File: src/ucs_consts.svh
`ifndef UCS_CONSTS_SVH
`define UCS_CONSTS_SVH

// Register addresses
`define UCS_ADDR_MODE        16'hff85
`define UCS_ADDR_STATUS      16'hff86
`define UCS_ADDR_BAUD        16'hff87

// Reset values
`define UCS_MODE_RESET       8'h00
`define UCS_STATUS_RESET     8'h00
`define UCS_BAUD_RESET       8'h00

// Mode register fields
`define UCS_TX_EN_BIT        7
`define UCS_RX_EN_BIT        6
`define UCS_PAR_HI_BIT       5
`define UCS_PAR_LO_BIT       4
`define UCS_CHAR_LEN_BIT     3
`define UCS_STOP_LEN_BIT     2
`define UCS_ERR_SUPP_BIT     1

// Parity codes
`define UCS_PAR_NONE         2'h0
`define UCS_PAR_ZERO         2'h1
`define UCS_PAR_ODD          2'h2
`define UCS_PAR_EVEN         2'h3

// Status register fields
`define UCS_PE_BIT           2
`define UCS_FE_BIT           1
`define UCS_OVE_BIT          0

// Baud register fields
`define UCS_PRE_MSB          6
`define UCS_PRE_LSB          4
`define UCS_DIV_MSB          3
`define UCS_DIV_LSB          0
`define UCS_DIV_BASE         5'h10

// Character lengths
`define UCS_CHARS_SHORT      4'h7
`define UCS_CHARS_LONG       4'h8

`endif

File: src/ucs_pkg.sv
package ucs_pkg;

   typedef struct packed {
      logic [15:0] addr;
      logic [7:0]  wdata;
      logic        wr;
      logic        rd;
   } ucs_bus_req_type;

   typedef enum logic [1:0] {
      PH_IDLE  = 2'b00,
      PH_START = 2'b01,
      PH_DATA  = 2'b10,
      PH_STOP  = 2'b11
   } ucs_phase_type;

   typedef struct packed {
      logic parity_err_flag;
      logic framing_err_flag;
      logic overrun_err_flag;
   } ucs_err_type;

   typedef struct packed {
      logic [7:0]    serial_mode_control;
      logic [7:0]    baud_divider_control;
      ucs_err_type   err;
      logic          rx_full;
      logic [7:0]    receive_buffer;
      logic [7:0]    rd_data;
      ucs_phase_type rx_ph;
      logic          rx_half;
      logic [3:0]    rx_idx;
      logic [7:0]    rx_shift;
      logic          rx_par;
      logic          rx_done;
      ucs_phase_type tx_ph;
      logic          tx_half;
      logic [3:0]    tx_idx;
      logic [7:0]    tx_shift;
      logic          tx_pin;
      logic          tx_done;
   } ucs_state_type;

endpackage

File: src/ucs_top.sv
`timescale 1ns/1ps
`default_nettype none
`include "ucs_consts.svh"

// Function
// Software sets pin directions, clears port latches
// Enable bits select stop, rx, tx, duplex
// Parity field: none, zero, odd, even
// Length bit picks seven or eight data
// Stop length bit picks one or two
// Receiver checks only the first stop bit
// Suppress bit hides completion on errored frames
// Software writes zero to mode bit 0
// Mode changes only when serial link idle
// Status read-only byte, upper bits zero
// Parity mismatch sets parity error flag
// Missing stop bit sets framing flag
// Unread buffer at completion sets overrun
// Overrun repeats until buffer read
// Baud register byte written, resets zero
// Prescaler divides main clock by 2^n; the code's prescaler divides by 2^(n+1)
// Divider divides by sixteen plus k
// Software writes zero to baud bit 7
// No baud writes during communication
// Bit clock derived only from main clock
// Baud equals clock over 2^(n+1)(16+k); the code gives a bit time of 2^(n+2)(16+k) clocks
// Parity check counts ones including parity
// Idle high, start low, LSB first, stop high
module ucs_top (
   input  wire logic                     clk_i,
   input  wire logic                     reset_n_i,
   input  wire logic                     ce_i,
   input  wire ucs_pkg::ucs_bus_req_type bus_req_i,
   output logic [7:0]                    rd_data_o,
   input  wire logic                     rx_pin_i,
   output logic                          tx_pin_o,
   output logic                          rx_serial_sel_o,
   output logic                          tx_serial_sel_o,
   input  wire logic [7:0]               tx_data_i,
   input  wire logic                     tx_write_i,
   output logic                          tx_ready_o,
   output logic                          tx_done_o,
   input  wire logic                     rx_buf_read_i,
   output logic [7:0]                    rx_data_o,
   output logic                          rx_done_o
);
   import ucs_pkg::*;

   ucs_state_type st;
   ucs_state_type next_st;
   logic          tick;
   logic          tx_en;
   logic          rx_en;
   logic [1:0]    par_mode;
   logic [3:0]    n_data;
   logic          par_used;
   logic          two_stop;
   logic          err_supp;
   logic          rx_sample;
   logic          tx_edge;
   logic          rx_complete;
   ucs_err_type   frame_err;

   ////////////////////////////////////////////////////////////////////////
   // Helpers

   function automatic logic [3:0] data_count(input logic char_length_bit);
      data_count = char_length_bit ? `UCS_CHARS_LONG : `UCS_CHARS_SHORT;
   endfunction

   function automatic logic parity_value(input logic [1:0] mode, input logic [7:0] data);
      case (mode)
         `UCS_PAR_ODD:  parity_value = ~(^data);
         `UCS_PAR_EVEN: parity_value = ^data;
         default:       parity_value = 1'b0;
      endcase
   endfunction

   function automatic logic [7:0] data_mask(input logic char_length_bit, input logic [7:0] data);
      data_mask = char_length_bit ? data : {1'b0, data[6:0]};
   endfunction

   ////////////////////////////////////////////////////////////////////////
   // Baud rate generator

   ucs_baud_gen u_baud (
      .clk_i     (clk_i),
      .reset_n_i (reset_n_i),
      .ce_i      (ce_i),
      .run_i     (tx_en | rx_en),
      .baud_i    (st.baud_divider_control),
      .tick_o    (tick)
   );

   ////////////////////////////////////////////////////////////////////////
   // Decoded configuration

   always_comb begin
      tx_en    = st.serial_mode_control[`UCS_TX_EN_BIT];
      rx_en    = st.serial_mode_control[`UCS_RX_EN_BIT];
      par_mode = {st.serial_mode_control[`UCS_PAR_HI_BIT], st.serial_mode_control[`UCS_PAR_LO_BIT]};
      n_data   = data_count(st.serial_mode_control[`UCS_CHAR_LEN_BIT]);
      par_used = (par_mode != `UCS_PAR_NONE);
      two_stop = st.serial_mode_control[`UCS_STOP_LEN_BIT];
      err_supp = st.serial_mode_control[`UCS_ERR_SUPP_BIT];
      rx_sample = tick & st.rx_half;
      tx_edge   = tick & st.tx_half;
   end

   ////////////////////////////////////////////////////////////////////////
   // Frame completion and error evaluation

   always_comb begin
      rx_complete = rx_en & rx_sample & (st.rx_ph == PH_STOP);
      frame_err.parity_err_flag = ((par_mode == `UCS_PAR_ODD) | (par_mode == `UCS_PAR_EVEN)) &
                                  (st.rx_par != parity_value(par_mode, st.rx_shift));
      frame_err.framing_err_flag = ~rx_pin_i;
      frame_err.overrun_err_flag = st.rx_full & ~rx_buf_read_i;
   end

   ////////////////////////////////////////////////////////////////////////
   // Next state

   always_comb begin
      next_st = st;
      next_st.rx_done = 1'b0;
      next_st.tx_done = 1'b0;

      // Register access
      next_st.rd_data = st.rd_data;
      if (bus_req_i.rd) begin
         case (bus_req_i.addr)
            `UCS_ADDR_MODE:   next_st.rd_data = st.serial_mode_control;
            `UCS_ADDR_STATUS: next_st.rd_data = {5'h00, st.err};
            `UCS_ADDR_BAUD:   next_st.rd_data = st.baud_divider_control;
            default:          next_st.rd_data = 8'h00;
         endcase
         if (bus_req_i.addr == `UCS_ADDR_STATUS) begin
            next_st.err = '0;
         end
      end
      if (bus_req_i.wr) begin
         case (bus_req_i.addr)
            `UCS_ADDR_MODE: begin
               next_st.serial_mode_control = bus_req_i.wdata;
            end
            `UCS_ADDR_BAUD: begin
               next_st.baud_divider_control = bus_req_i.wdata;
            end
            default: begin
               next_st.serial_mode_control = next_st.serial_mode_control;
            end
         endcase
      end

      // Receive buffer handshake
      if (rx_buf_read_i) begin
         next_st.rx_full = 1'b0;
      end

      // Receiver
      if (!rx_en) begin
         next_st.rx_ph = PH_IDLE;
      end else if (tick) begin
         next_st.rx_half = ~st.rx_half;
         case (st.rx_ph)
            PH_IDLE: begin
               if (!rx_pin_i) begin
                  next_st.rx_ph = PH_START;
                  next_st.rx_half = 1'b1;
               end
            end
            PH_START: begin
               if (rx_pin_i) begin
                  next_st.rx_ph = PH_IDLE;
               end else begin
                  next_st.rx_ph = PH_DATA;
                  next_st.rx_idx = 4'h0;
                  next_st.rx_shift = 8'h00;
                  next_st.rx_par = 1'b0;
                  next_st.rx_half = 1'b0;
               end
            end
            PH_DATA: begin
               if (st.rx_half) begin
                  if (st.rx_idx < n_data) begin
                     next_st.rx_shift[st.rx_idx[2:0]] = rx_pin_i;
                  end else begin
                     next_st.rx_par = rx_pin_i;
                  end
                  next_st.rx_idx = st.rx_idx + 4'h1;
                  if ((st.rx_idx + 4'h1) == (n_data + {3'h0, par_used})) begin
                     next_st.rx_ph = PH_STOP;
                  end
               end
            end
            PH_STOP: begin
               if (st.rx_half) begin
                  next_st.rx_ph = PH_IDLE;
               end
            end
            default: begin
               next_st.rx_ph = PH_IDLE;
            end
         endcase
      end

      if (rx_complete) begin
         next_st.receive_buffer = st.rx_shift;
         next_st.rx_full = 1'b1;
         next_st.err.parity_err_flag = next_st.err.parity_err_flag | frame_err.parity_err_flag;
         next_st.err.framing_err_flag = next_st.err.framing_err_flag | frame_err.framing_err_flag;
         next_st.err.overrun_err_flag = next_st.err.overrun_err_flag | frame_err.overrun_err_flag;
         next_st.rx_done = ~(err_supp & (|frame_err));
      end

      // Transmitter
      if (!tx_en) begin
         next_st.tx_ph = PH_IDLE;
         next_st.tx_pin = 1'b1;
      end else begin
         case (st.tx_ph)
            PH_IDLE: begin
               next_st.tx_pin = 1'b1;
               if (tx_write_i) begin
                  next_st.tx_shift = data_mask(st.serial_mode_control[`UCS_CHAR_LEN_BIT], tx_data_i);
                  next_st.tx_ph = PH_START;
                  next_st.tx_pin = 1'b0;
                  next_st.tx_half = 1'b0;
               end
            end
            PH_START: begin
               if (tick) begin
                  next_st.tx_half = ~st.tx_half;
               end
               if (tx_edge) begin
                  next_st.tx_ph = PH_DATA;
                  next_st.tx_idx = 4'h0;
                  next_st.tx_pin = st.tx_shift[0];
               end
            end
            PH_DATA: begin
               if (tick) begin
                  next_st.tx_half = ~st.tx_half;
               end
               if (tx_edge) begin
                  next_st.tx_idx = st.tx_idx + 4'h1;
                  if ((st.tx_idx + 4'h1) < n_data) begin
                     next_st.tx_pin = st.tx_shift[3'(st.tx_idx + 4'h1)];
                  end else if (((st.tx_idx + 4'h1) == n_data) && par_used) begin
                     next_st.tx_pin = parity_value(par_mode, st.tx_shift);
                  end else begin
                     next_st.tx_ph = PH_STOP;
                     next_st.tx_idx = 4'h0;
                     next_st.tx_pin = 1'b1;
                  end
               end
            end
            PH_STOP: begin
               if (tick) begin
                  next_st.tx_half = ~st.tx_half;
               end
               if (tx_edge) begin
                  if (two_stop && (st.tx_idx == 4'h0)) begin
                     next_st.tx_idx = 4'h1;
                  end else begin
                     next_st.tx_ph = PH_IDLE;
                     next_st.tx_done = 1'b1;
                  end
               end
            end
            default: begin
               next_st.tx_ph = PH_IDLE;
            end
         endcase
      end
   end

   ////////////////////////////////////////////////////////////////////////
   // State register

   always_ff @(posedge clk_i or negedge reset_n_i) begin
      if (!reset_n_i) begin
         st <= '0;
         st.serial_mode_control <= `UCS_MODE_RESET;
         st.baud_divider_control <= `UCS_BAUD_RESET;
         st.err <= 3'(`UCS_STATUS_RESET);
         st.rx_ph <= PH_IDLE;
         st.tx_ph <= PH_IDLE;
         st.tx_pin <= 1'b1;
      end else if (ce_i) begin
         st <= next_st;
      end
   end

   ////////////////////////////////////////////////////////////////////////
   // Outputs

   assign rd_data_o       = st.rd_data;
   assign tx_pin_o        = st.tx_pin;
   assign rx_serial_sel_o = st.serial_mode_control[`UCS_RX_EN_BIT];
   assign tx_serial_sel_o = st.serial_mode_control[`UCS_TX_EN_BIT];
   assign tx_ready_o      = tx_en & (st.tx_ph == PH_IDLE);
   assign tx_done_o       = st.tx_done;
   assign rx_data_o       = st.receive_buffer;
   assign rx_done_o       = st.rx_done;

endmodule // ucs_top
`default_nettype wire

File: src/ucs_baud_gen.sv
`timescale 1ns/1ps
`default_nettype none
`include "ucs_consts.svh"

module ucs_baud_gen (
   input  wire logic       clk_i,
   input  wire logic       reset_n_i,
   input  wire logic       ce_i,
   input  wire logic       run_i,
   input  wire logic [7:0] baud_i,
   output logic            tick_o
);
   import ucs_pkg::*;

   typedef struct packed {
      logic [7:0] pre_cnt;
      logic [4:0] div_cnt;
      logic       tick;
   } ucs_baud_state_type;

   ucs_baud_state_type st;
   ucs_baud_state_type next_st;
   logic [7:0]         pre_limit;
   logic [4:0]         div_limit;

   ////////////////////////////////////////////////////////////////////////
   // Prescaler by two to the n+1, then divider by sixteen plus k
   always_comb begin
      pre_limit = 8'((9'h002 << baud_i[`UCS_PRE_MSB:`UCS_PRE_LSB]) - 9'h001);
      div_limit = `UCS_DIV_BASE + {1'b0, baud_i[`UCS_DIV_MSB:`UCS_DIV_LSB]} - 5'h01;
      next_st = st;
      next_st.tick = 1'b0;
      if (!run_i) begin
         next_st.pre_cnt = 8'h00;
         next_st.div_cnt = 5'h00;
      end else if (st.pre_cnt >= pre_limit) begin
         next_st.pre_cnt = 8'h00;
         if (st.div_cnt >= div_limit) begin
            next_st.div_cnt = 5'h00;
            next_st.tick = 1'b1;
         end else begin
            next_st.div_cnt = st.div_cnt + 5'h01;
         end
      end else begin
         next_st.pre_cnt = st.pre_cnt + 8'h01;
      end
   end

   always_ff @(posedge clk_i or negedge reset_n_i) begin
      if (!reset_n_i) begin
         st <= '0;
      end else if (ce_i) begin
         st <= next_st;
      end
   end

   assign tick_o = st.tick & ce_i;

endmodule // ucs_baud_gen
`default_nettype wire

File: config.mk
export PLATFORM = sky130hd
export DESIGN_NAME = ucs_top
export DESIGN_NICKNAME = d
export VERILOG_FILES = /design/src/ucs_pkg.sv /design/src/ucs_top.sv /design/src/ucs_baud_gen.sv
export VERILOG_INCLUDE_DIRS = /design/src
export SDC_FILE = /design/constraint.sdc
export NUM_CORES = 1
export LEC_CHECK = 0
export ABC_CLOCK_PERIOD_IN_PS = 2600
export BUFFER_PORTS_ARGS = -buffer_cell sky130_fd_sc_hd__buf_4
export CORE_ASPECT_RATIO = 0.75
export CORE_MARGIN = 2
export CORE_UTILIZATION = 35
export CTS_BUF_LIST = sky130_fd_sc_hd__clkbuf_16
export DETAILED_ROUTE_END_ITERATION = 16
export PLACE_DENSITY = 0.54
export SLEW_MARGIN = 30
export SYNTH_ARGS = -nofsm -noshare
export SYNTH_HDL_FRONTEND = slang
export SYNTH_SLANG_ARGS = --single-unit
File: constraint.sdc
create_clock -name clk_i -period 2.6 [get_ports clk_i]
set_input_delay 0 -clock clk_i [delete_from_list [all_inputs] [get_ports clk_i]]
set_output_delay 0 -clock clk_i [all_outputs]
set_load 0.01 [all_outputs]
=== Word-level counts from Yosys, hierarchy flattened ===
Index checks and enable logic that the tools add are counted.

* Bits in registers: 84
* Bits in latches: 0
* Bits in writable memories: 0
* Memory bits (read-only): 0
* Input bits: 40
* Output and inout port bits: 22
* Memories: 0

* Add/subtract/negate cells: 8
* Multipliers: 0
* Div/mod/pow operators: 0
* Magnitude comparators: 7
* Equal/unequal tests: 37
* Shift operators: 1
* Muxes and demuxes: 63
* Bitwise logic cells: 21
* Reduce and logical (&&, ||, !) cells: 29

{| class="wikitable"
|+ Operators with widths
! operator !! number
|-
| equality test 16 bit (second input constant) || 3
|-
| inequality test 3 bit (second input constant) || 11
|-
| 2-to-1 mux 4 bit || 7
|-
| 2-to-1 mux 13 bit || 2
|-
| one-hot mux 13 bit (2 select lines) || 1
|-
| 2-to-1 mux 2 bit || 12
|-
| 2-to-1 mux 8 bit || 3
|-
| one-hot mux 8 bit (3 select lines) || 1
|-
| AND reduction 7 bit || 3
|-
| inequality test 2 bit (second input constant) || 10
|-
| 2-to-1 mux 1 bit || 18
|-
| 2-to-1 mux 16 bit || 1
|-
| parity 8 bit || 2
|-
| 2-to-1 mux 14 bit || 1
|-
| equality test 2 bit (second input constant) || 6
|-
| 2-to-1 mux 12 bit || 1
|-
| 2-to-1 mux 3 bit || 4
|-
| one-hot mux 3 bit (4 select lines) || 1
|-
| one-hot mux 4 bit (3 select lines) || 1
|-
| AND reduction 3 bit || 4
|-
| AND reduction 6 bit || 2
|-
| AND 1 bit || 9
|-
| adder 4 x 1 -> 4 bit (second input constant) || 2
|-
| adder 8 x 1 -> 8 bit (second input constant) || 1
|-
| 35 further kinds || 60
|}

=== Logic depth before layout (Yosys ltp) ===
Gate-level depths: netlist of run 1.

* Depth in word-level cells: 10
* Mapped depth: 14
* Mapped depth without buffers: 13

=== By module ===
Synthesis of run 1 repeated with hierarchy kept, for this count alone.

* Cells, all modules: 537
* Area, all modules: 5153.7 sq um

{| class="wikitable"
|+ Modules (own cells, without submodules)
! module !! instances !! cells an instance !! area an instance (sq um) !! sequential area each (sq um)
|-
| ucs_top || 1 || 407 || 4015.1 || 1752.9
|-
| ucs_baud_gen || 1 || 130 || 1138.6 || 350.3
|}

=== Least setup slack after synthesis of run 1 ===
Ideal clock, no wire load.

* Path type: register to register
* From: register st[58] (netlist name)
* To: register u_baud.st[9] (netlist name)
* Data arrival time: 2.801 ns
* Setup slack: -0.278 ns
* Cell stages (with the launch flop): 14
* Path buffers: 2
* Clock period less this slack: 2.878 ns
* Path through: dfrtp_1 > clkbuf_1 > or3_1 > ha_1 > clkbuf_1 > nor3_1 > a21o_1 > a21oi_1 > ha_1 > a211o_1 > a21oi_1 > o21ai_0 > or2_2 > o2bb2ai_1

* Word-level cells in the longest chain between the ends: 5

{| class="wikitable"
|+ Ends and longest elaborated chain
! what !! RTL line !! source
|-
| from (decl) || ucs_top.sv:49 || <nowiki>ucs_state_type st;</nowiki>
|-
| from (signal assigned) || ucs_top.sv:292 || <nowiki>st <= next_st;</nowiki>
|-
| << shifter 2 x 3 -> 8 bit || ucs_baud_gen.sv:29 || <nowiki>pre_limit = 8'((9'h002 << baud_i[`UCS_PRE_MSB:`UCS_PRE_LSB]) - 9'h001);</nowiki>
|-
| subtractor 8 x 1 -> 8 bit || ucs_baud_gen.sv:29 ||
|-
| >= comparator 8 bit || ucs_baud_gen.sv:36 || <nowiki>end else if (st.pre_cnt >= pre_limit) begin</nowiki>
|-
| 2-to-1 mux 8 bit || ucs_baud_gen.sv:36 ||
|-
| 2-to-1 mux 13 bit || ucs_baud_gen.sv:33 || <nowiki>if (!run_i) begin</nowiki>
|-
| to (signal assigned) || ucs_baud_gen.sv:53 || <nowiki>st <= next_st;</nowiki>
|-
| to (decl) || ucs_baud_gen.sv:21 || <nowiki>ucs_baud_state_type st;</nowiki>
|}

No other way between the ends.
A chain may end at the register's enable or synchronous reset.

=== Final worst setup path of run 1 ===
* From: register st[58] (netlist name)
* To: register u_baud.st[6] (netlist name)

The elaborated chain is that of the path after synthesis.

==> results of run 1 <==
==> worst reg2reg max path, stage by stage (launching register included) <==
cell and delay, ns:
dfrtp_1 0.38, or3_4 0.41, ha_4 0.19, nor3_2 0.10, a21o_1 0.12, a21oi_2 0.05
ha_1 0.28, a211o_1 0.30, a21oi_4 0.16, o21ai_2 0.12, or2_4 0.26, mux2i_1 0.13
==> per-layer routing <==
| metal | GRT usage | up-vias | wire length (um) |
|---|---|---|---|
| met4 | 0.0595 | 0 | 184 |
| met2 | 0.250 | 84 | 5110 |
| met3 | 0.0373 | 13 | 512 |
| met1 | 0.243 | 1925 | 6370 |
| met5 | 0 | - | 0 |
| li1 | - | 2006 | - |
==> state kept, by name, summed over array words and instances (netlist names) <==
name             count
err_supp             1
par_mode             2
rd_data_o            8
rx_data_o            8
rx_done_o            1
rx_serial_sel_o      1
st                  46
tx_done_o            1
tx_pin_o             1
tx_serial_sel_o      1
u_baud.st           14
==> cell type report <==
cell class	count	area, um2
well taps	200	250
inverters	25	93.8
clock buffers	9	225
multi-input cells	379	2840
clock inverters	7	96.3
flip-flops and latches	84	2100
fillers	1389	7990
repair buffers	101	808
==> through the flow <==
stage          setup TNS [ns]  cell area (um2)   util  worst slack [ns]  std cells
2_1_floorplan          -0.260             5200      -           -0.0449        520
3_3_place_gp                0             5830  0.405            0.0487        766
3_5_place_dp          -0.0558             5830  0.405           -0.0388        766
4_1_cts                     0             6380  0.443           0.00439        805
5_1_grt                -0.743             6410  0.445            -0.122        805
6_report                    0             6410  0.445            0.0531        805
==> cells in the final DEF (no fill, tap or decap), types with 4 or more instances in the layout <==
master / n
ha_1: 33
clkbuf_16: 9
or3_1: 5
a22o_1: 7
xor2_1: 9
mux2i_1: 13
a21o_1: 7
nand4_1: 6
o21ai_0: 26
inv_1: 25
o211ai_1: 5
mux2_2: 13
nand2b_1: 13
dfrtp_1: 82
o31ai_1: 8
a21oi_1: 7
xnor2_1: 22
buf_4: 81
nor2_1: 22
nand2_1: 66
dlygate4sd3_1: 20
nand3_1: 11
o2bb2ai_1: 9
nor3_1: 9
o22ai_1: 10
and3_1: 5
mux2_4: 8
a31oi_1: 4
==> power by group through the flow <==
stage	sequential [mW]	combinational, mW	clock, mW
2_1_floorplan	1.54	0.717	0
3_3_place_gp	1.57	0.964	0
3_5_place_dp	1.57	0.988	0
4_1_cts	1.55	1.04	1.45
5_1_grt	1.57	1.21	1.53
6_report	1.55	1.08	1.41
==> kinds of logic (layout without fill, tap and decap cells) <==
| family | count (synthesis) | in the layout |
|---|---|---|
| buf+inv | 57 | 142 |
| mux | 36 | 36 |
| compound gates | 114 | 114 |
| simple gates | 164 | 164 |
| flops | 84 | 84 |
| fa+ha+maj | 34 | 34 |
| xor+xnor | 31 | 31 |
==> final timing paths <==
path	startpoint	to	slack, ns	depth (start not counted)
setup reg to reg	st[58]	u_baud.st[6]	0.05	11
hold reg to reg	rx_data_o[1]	rx_data_o[1]	0.48	2
max in group asynchronous	reset_n_i	u_baud.st[3]	1.63	3
min in group asynchronous	reset_n_i	st[8]	0.25	2
hold / removal	bus_req_i[10]	rd_data_o[4]	0.03	3
setup / recovery	st[58]	u_baud.st[6]	0.05	11
==> synthesized netlist by cell type (all sizes together) (7+ instances only) <==
master   count  area share
xor2         9       0.015
dfrtp       83        0.40
o31ai        8       0.012
clkbuf      13      0.0095
a22o         7       0.012
nand3       13       0.014
o21ai       31       0.030
buf         19       0.027
a21oi       10      0.0097
inv         25       0.018
ha          34       0.083
mux2        21       0.052
o2bb2ai      9       0.015
nand2b      13       0.016
mux2i       13       0.025
a21o         7       0.010
nor3        13       0.017
o22ai       10       0.012
nand2       68       0.051
nor2        23       0.017
xnor2       22       0.037
==> what timing repair did <==
| item | 4_1_cts | 5_1_grt |
|---|---|---|
| hold buffers | 20 | 0 |
| gates resized for setup | 2 | 7 |
| setup buffers | 3 | 0 |
| hold endpoints to repair | 79 | 0 |
| pin swaps | 1 | 4 |
| endpoints found under the setup margin | 6 | 14 |
==> out/qor.yml, run 1 <==
cp_cell_sequence: "or3_4 > ha_4 > nor3_2 > a21o_1 > a21oi_2 > ha_1 > a211o_1 > a21oi_4 > o21ai_2 > or2_4 > mux2i_1"
clockBufferDepth: 2
syn_nets: 594
outcome: "complete, no violations"
vias: 4028
synth_area_um2: 5140
drtAntennaViolNets: 0
core_um2: 14400
hold_ws_ns: 0.0297
grt_pass1_wl_mm: 20.3
yosysSeqAreaShare: 0.409
pwr-share-clk: 0.349
min_path_type: "input port to flop"
port_buffers: 61
synth_xor_area_frac: 0.0528
synth_top_family_by_area: "simple AND/OR/NAND/NOR gates"
relSlewSlack: 0.481
clk_latency_ns: 0.35
synth-edff-count: 0
slowest_delay_ns: 0.41
cp_top_family: "simple AND/OR/NAND/NOR gates"
ys_types: 66
synth_compound_area_frac: 0.152
fmax_ghz: 0.393
grt_remaining_overflow: 0
viasPerCell: 5.00
syn_inst: 520
rsz0062_at_grt: "true"
critical_path.max_fanout: 6
cts_made_buffers: 9
p_int_mw: 2.83
p_leak_nw: 3.07
routed_wl_mm: 12.2
grt_pass1_vias: 3969
synth.yosys.warnings: 0
synth.mux.area_fraction: 0.0859
cts_root_buf: "clkbuf_16"
avgSynthCellArea_um2: 9.89
synthAdderAreaFrac: 0.0827
p_switching_mw: 1.21
fin_total_pwr_mw: 4.04
antenna_found_initial: 0
ir_worst_vdd_mv: 0.327
async_flop_share: 1.00
critPathKind: "flop to flop"
row_count: 38
hold_viol: 0
final_max_slew_viol_count: 0
max_cap_viol_count: 0
setup_violations: 0
drc: 0
wire_per_inst_um: 15.1
synthSimpleGateAreaFrac: 0.162
ys.flop_type: "dfrtp_1"
synthToLayoutAreaGrowth_pct: 24.8
critPathCaptureType: "flop"
p_per_area_nw_per_um2: 630
p_sw_frac: 0.300
dpl.hpwl_mm: 8.99
grt_max_degree: 55
tritoncts: "built"
p_comb_frac: 0.267
dieHeight_um: 109
diodes: 0
nets: 674
dieArea_um2: 15700
arrival_ns: 2.82
gp_congestion: 0.778
track_usage: 0.169
crit_path_top_delay_cell: "or3_4"
initial_core_util: 0.357
ys_ff_latch: 84
clock_skew_ns: 0.00779
cp-start-kind: "flop"
finalCriticalPeriod_ns: 2.55
timing.final.crit_share: 0.980
drive_gt1_frac: 0.246
clk_pin_slew_ns: 0.07
cts_sinks: 84
first_pass_iters: 4
ios: 62
htree_levels: 3
crit_buf_inv: 0
seqPwrFrac: 0.384
die_x_um: 144
cp.required_ns: 2.87
worst_pin_slew_ns: 0.776
dr.first_iter.drc_count: 172
(Power assumes the default switching activity.)
==> run 2: changes to the inputs <==
--- a/config.mk
+++ b/config.mk
@@ -10,10 +10,10 @@
 export BUFFER_PORTS_ARGS = -buffer_cell sky130_fd_sc_hd__buf_4
 export CORE_ASPECT_RATIO = 0.75
 export CORE_MARGIN = 2
-export CORE_UTILIZATION = 35
+export CORE_UTILIZATION = 40
 export CTS_BUF_LIST = sky130_fd_sc_hd__clkbuf_16
 export DETAILED_ROUTE_END_ITERATION = 16
-export PLACE_DENSITY = 0.54
+export PLACE_DENSITY = 0.61
 export SLEW_MARGIN = 30
 export SYNTH_ARGS = -nofsm -noshare
 export SYNTH_HDL_FRONTEND = slang
==> run 2 against run 1 <==
The run now ends with negative setup slack left. Register-to-register slack got worse by 0.10 ns. Fmax fell by 3.8%. Clock power fell by 12%. Worst setup slack got worse by 0.10 ns. Global-route usage rose by 1.9 points. Critical endpoint is now u_baud.st[1]. Cell count fell by 4.5%. Sequential cell count did not move. Non-clock buffer count fell by 2. Wire length rose by 0.64%. Sequential share of layout area rose by 0.20 points. Clock skew barely moved. Hold slack got worse by 0.019 ns.
==> out/qor.yml, run 2 (synthesis results as in run 1) <==
outcome: "finished, violations left"
violations: "negative setup slack"
clockBufferDepth: 2  # unchanged
clock_skew_ns: 0.00750  # -0.000283 ns
relSlewSlack: 0.551  # +0.0705
port_buffers: 61  # unchanged
worst_slack_ns: -0.0466  # -0.0997 ns
pwr-share-clk: 0.315  # -0.034
row_count: 35  # -7.9%
final_util: 0.514  # +0.0689
cp.required_ns: 2.82  # -0.05 ns
multi_input_area_um2: 2890  # +1.7%
final_max_slew_viol_count: 0  # unchanged
routed_wl_mm: 12.3  # +0.64%
grt_pass1_wl_mm: 20.4  # +0.82%
dpl.hpwl_mm: 9.01  # +0.21%
track_usage: 0.188  # +0.0195
die_x_um: 135  # -6.3%
postPlaceCellArea_um2: 5770  # -0.99%
wire_per_inst_um: 15.9  # +5.4%
grt_remaining_overflow: 0  # unchanged
htree_levels: 3  # unchanged
place_ws_ns: -0.0593  # -0.0204 ns
dieArea_um2: 13800  # -12%
n_fill_cell: 1139  # -18%
synthToLayoutAreaGrowth_pct: 23.9
fin_area_um2: 6370  # -0.66%
cts_made_buffers: 9  # unchanged
setup_violations: 8  # +8
gp_congestion: 0.832  # +6.9%
finalSetupTns_ns: -0.190  # -0.190 ns
rsz0062_at_grt: "true"
arrival_ns: 2.87  # +0.05 ns
ios: 62  # unchanged
layout_commonest_cell: "dfrtp_1"
p_sw_frac: 0.321  # +0.0211
ir_worst_vdd_mv: 0.351  # +7.5%
min_path_type: "input port to flop"
p_int_mw: 2.67  # -5.6%
hold_viol: 0  # unchanged
tritoncts: "built"
seqPwrFrac: 0.395  # +0.011
clk_pin_slew_ns: 0.07  # about the same
grt_max_degree: 42  # -24%
finalCriticalPeriod_ns: 2.65  # +0.0997 ns
drtAntennaViolNets: 0  # unchanged
clk_latency_ns: 0.34  # about the same
dr.first_iter.drc_count: 216  # +26%
final_cell_mix: "83 x dfrtp_1, 79 x buf_4, 67 x nand2_1, 33 x ha_1"
cts_root_buf: "clkbuf_16"
regMostFlops: "st"
p_comb_frac: 0.290  # +0.023
critPathKind: "flop to flop"
antenna_found_initial: 0  # unchanged
drive_gt1_frac: 0.257  # +0.0108
critical_path.max_fanout: 6  # unchanged
viasPerCell: 5.32  # +6.3%
vias: 4089  # +1.5%
p_leak_nw: 3.05  # -0.83%
top_regs: "st x46, u_baud.st x14"
nets: 672  # -0.30%
p_per_area_nw_per_um2: 618  # -2.0%
area.sequential_um2: 2100  # about the same
largest_reg_flops: 46  # unchanged
diodes: 0  # unchanged
cts_sinks: 84  # unchanged
core_um2: 12400  # -14%
p_switching_mw: 1.26  # +4.2%
worst_pin_slew_ns: 0.671  # -0.105 ns
cp-start-kind: "flop"
timing.final.crit_share: 1.02  # +0.0383
critPathCaptureType: "flop"
drc: 0  # unchanged
max_cap_viol_count: 0  # unchanged
first_pass_iters: 4  # unchanged
grt_pass1_vias: 4078  # +2.7%
fmax_ghz: 0.378  # -3.8%
dieHeight_um: 102  # -6.2%
hold_ws_ns: 0.0110  # -0.0187 ns
initial_core_util: 0.415  # +0.0580
==> run 2: critical path, cell delays in order (launching register included) <==
cell	delay (ns)
dfrtp_1	0.38
or3_4	0.40
ha_4	0.19
nor3_2	0.10
a21o_1	0.11
a21oi_2	0.05
ha_1	0.28
a211o_1	0.34
a21oi_4	0.21
o21ai_2	0.10
or3b_4	0.27
mux2i_1	0.08
==> run 2: worst paths after layout <==
path	cells after the start	slack (ns)	end	from
setup / recovery	11	-0.05	u_baud.st[1]	st[60]
hold / removal	4	0.01	st[50]	rx_buf_read_i
setup reg to reg	11	-0.05	u_baud.st[1]	st[60]
hold reg to reg	2	0.48	st[52]	st[52]
max in group asynchronous	3	1.68	rx_data_o[6]	reset_n_i
min in group asynchronous	2	0.19	st[7]	reset_n_i
==> run 2: power groups by stage <==
stage          Clock (mW)  Combinational, mW  Sequential, mW
2_1_floorplan           0              0.717            1.54
4_1_cts              1.27               1.04            1.55
3_3_place_gp            0              0.933            1.57
3_5_place_dp            0              0.972            1.57
6_report             1.24               1.14            1.55
5_1_grt              1.33               1.28            1.57
==> run 2: metal layers <==
metal / up-vias / global-route usage / wire (um)
li1: 1997 / - / -
met1: 1980 / 0.270 / 6240
met2: 99 / 0.286 / 5320
met3: 13 / 0.0347 / 528
met4: 0 / 0.0688 / 172
met5: - / 0 / 0
==> run 2: cell type report <==
type | count | area share
clock inverters | 7 | 0.00962
flip-flops and latches | 84 | 0.330
repair buffers | 99 | 0.125
multi-input cells | 379 | 0.453
clock buffers | 9 | 0.0353
well taps | 166 | 0.0326
inverters | 25 | 0.0147
==> run 2: timing repair <==
item,CTS,global route
setup endpoints to repair,8,13
hold endpoints to repair,64,0
gates resized for setup,4,17
setup buffers,3,2
hold buffers,18,0
pin swaps,5,12
==> run 2: stage by stage <==
step | power (mW) | instances
detailed placement | 2.55 | 730
global route | 4.19 | 769
global placement | 2.50 | 730
finish | 3.94 | 769
CTS | 3.86 | 767
floorplan | 2.26 | 520
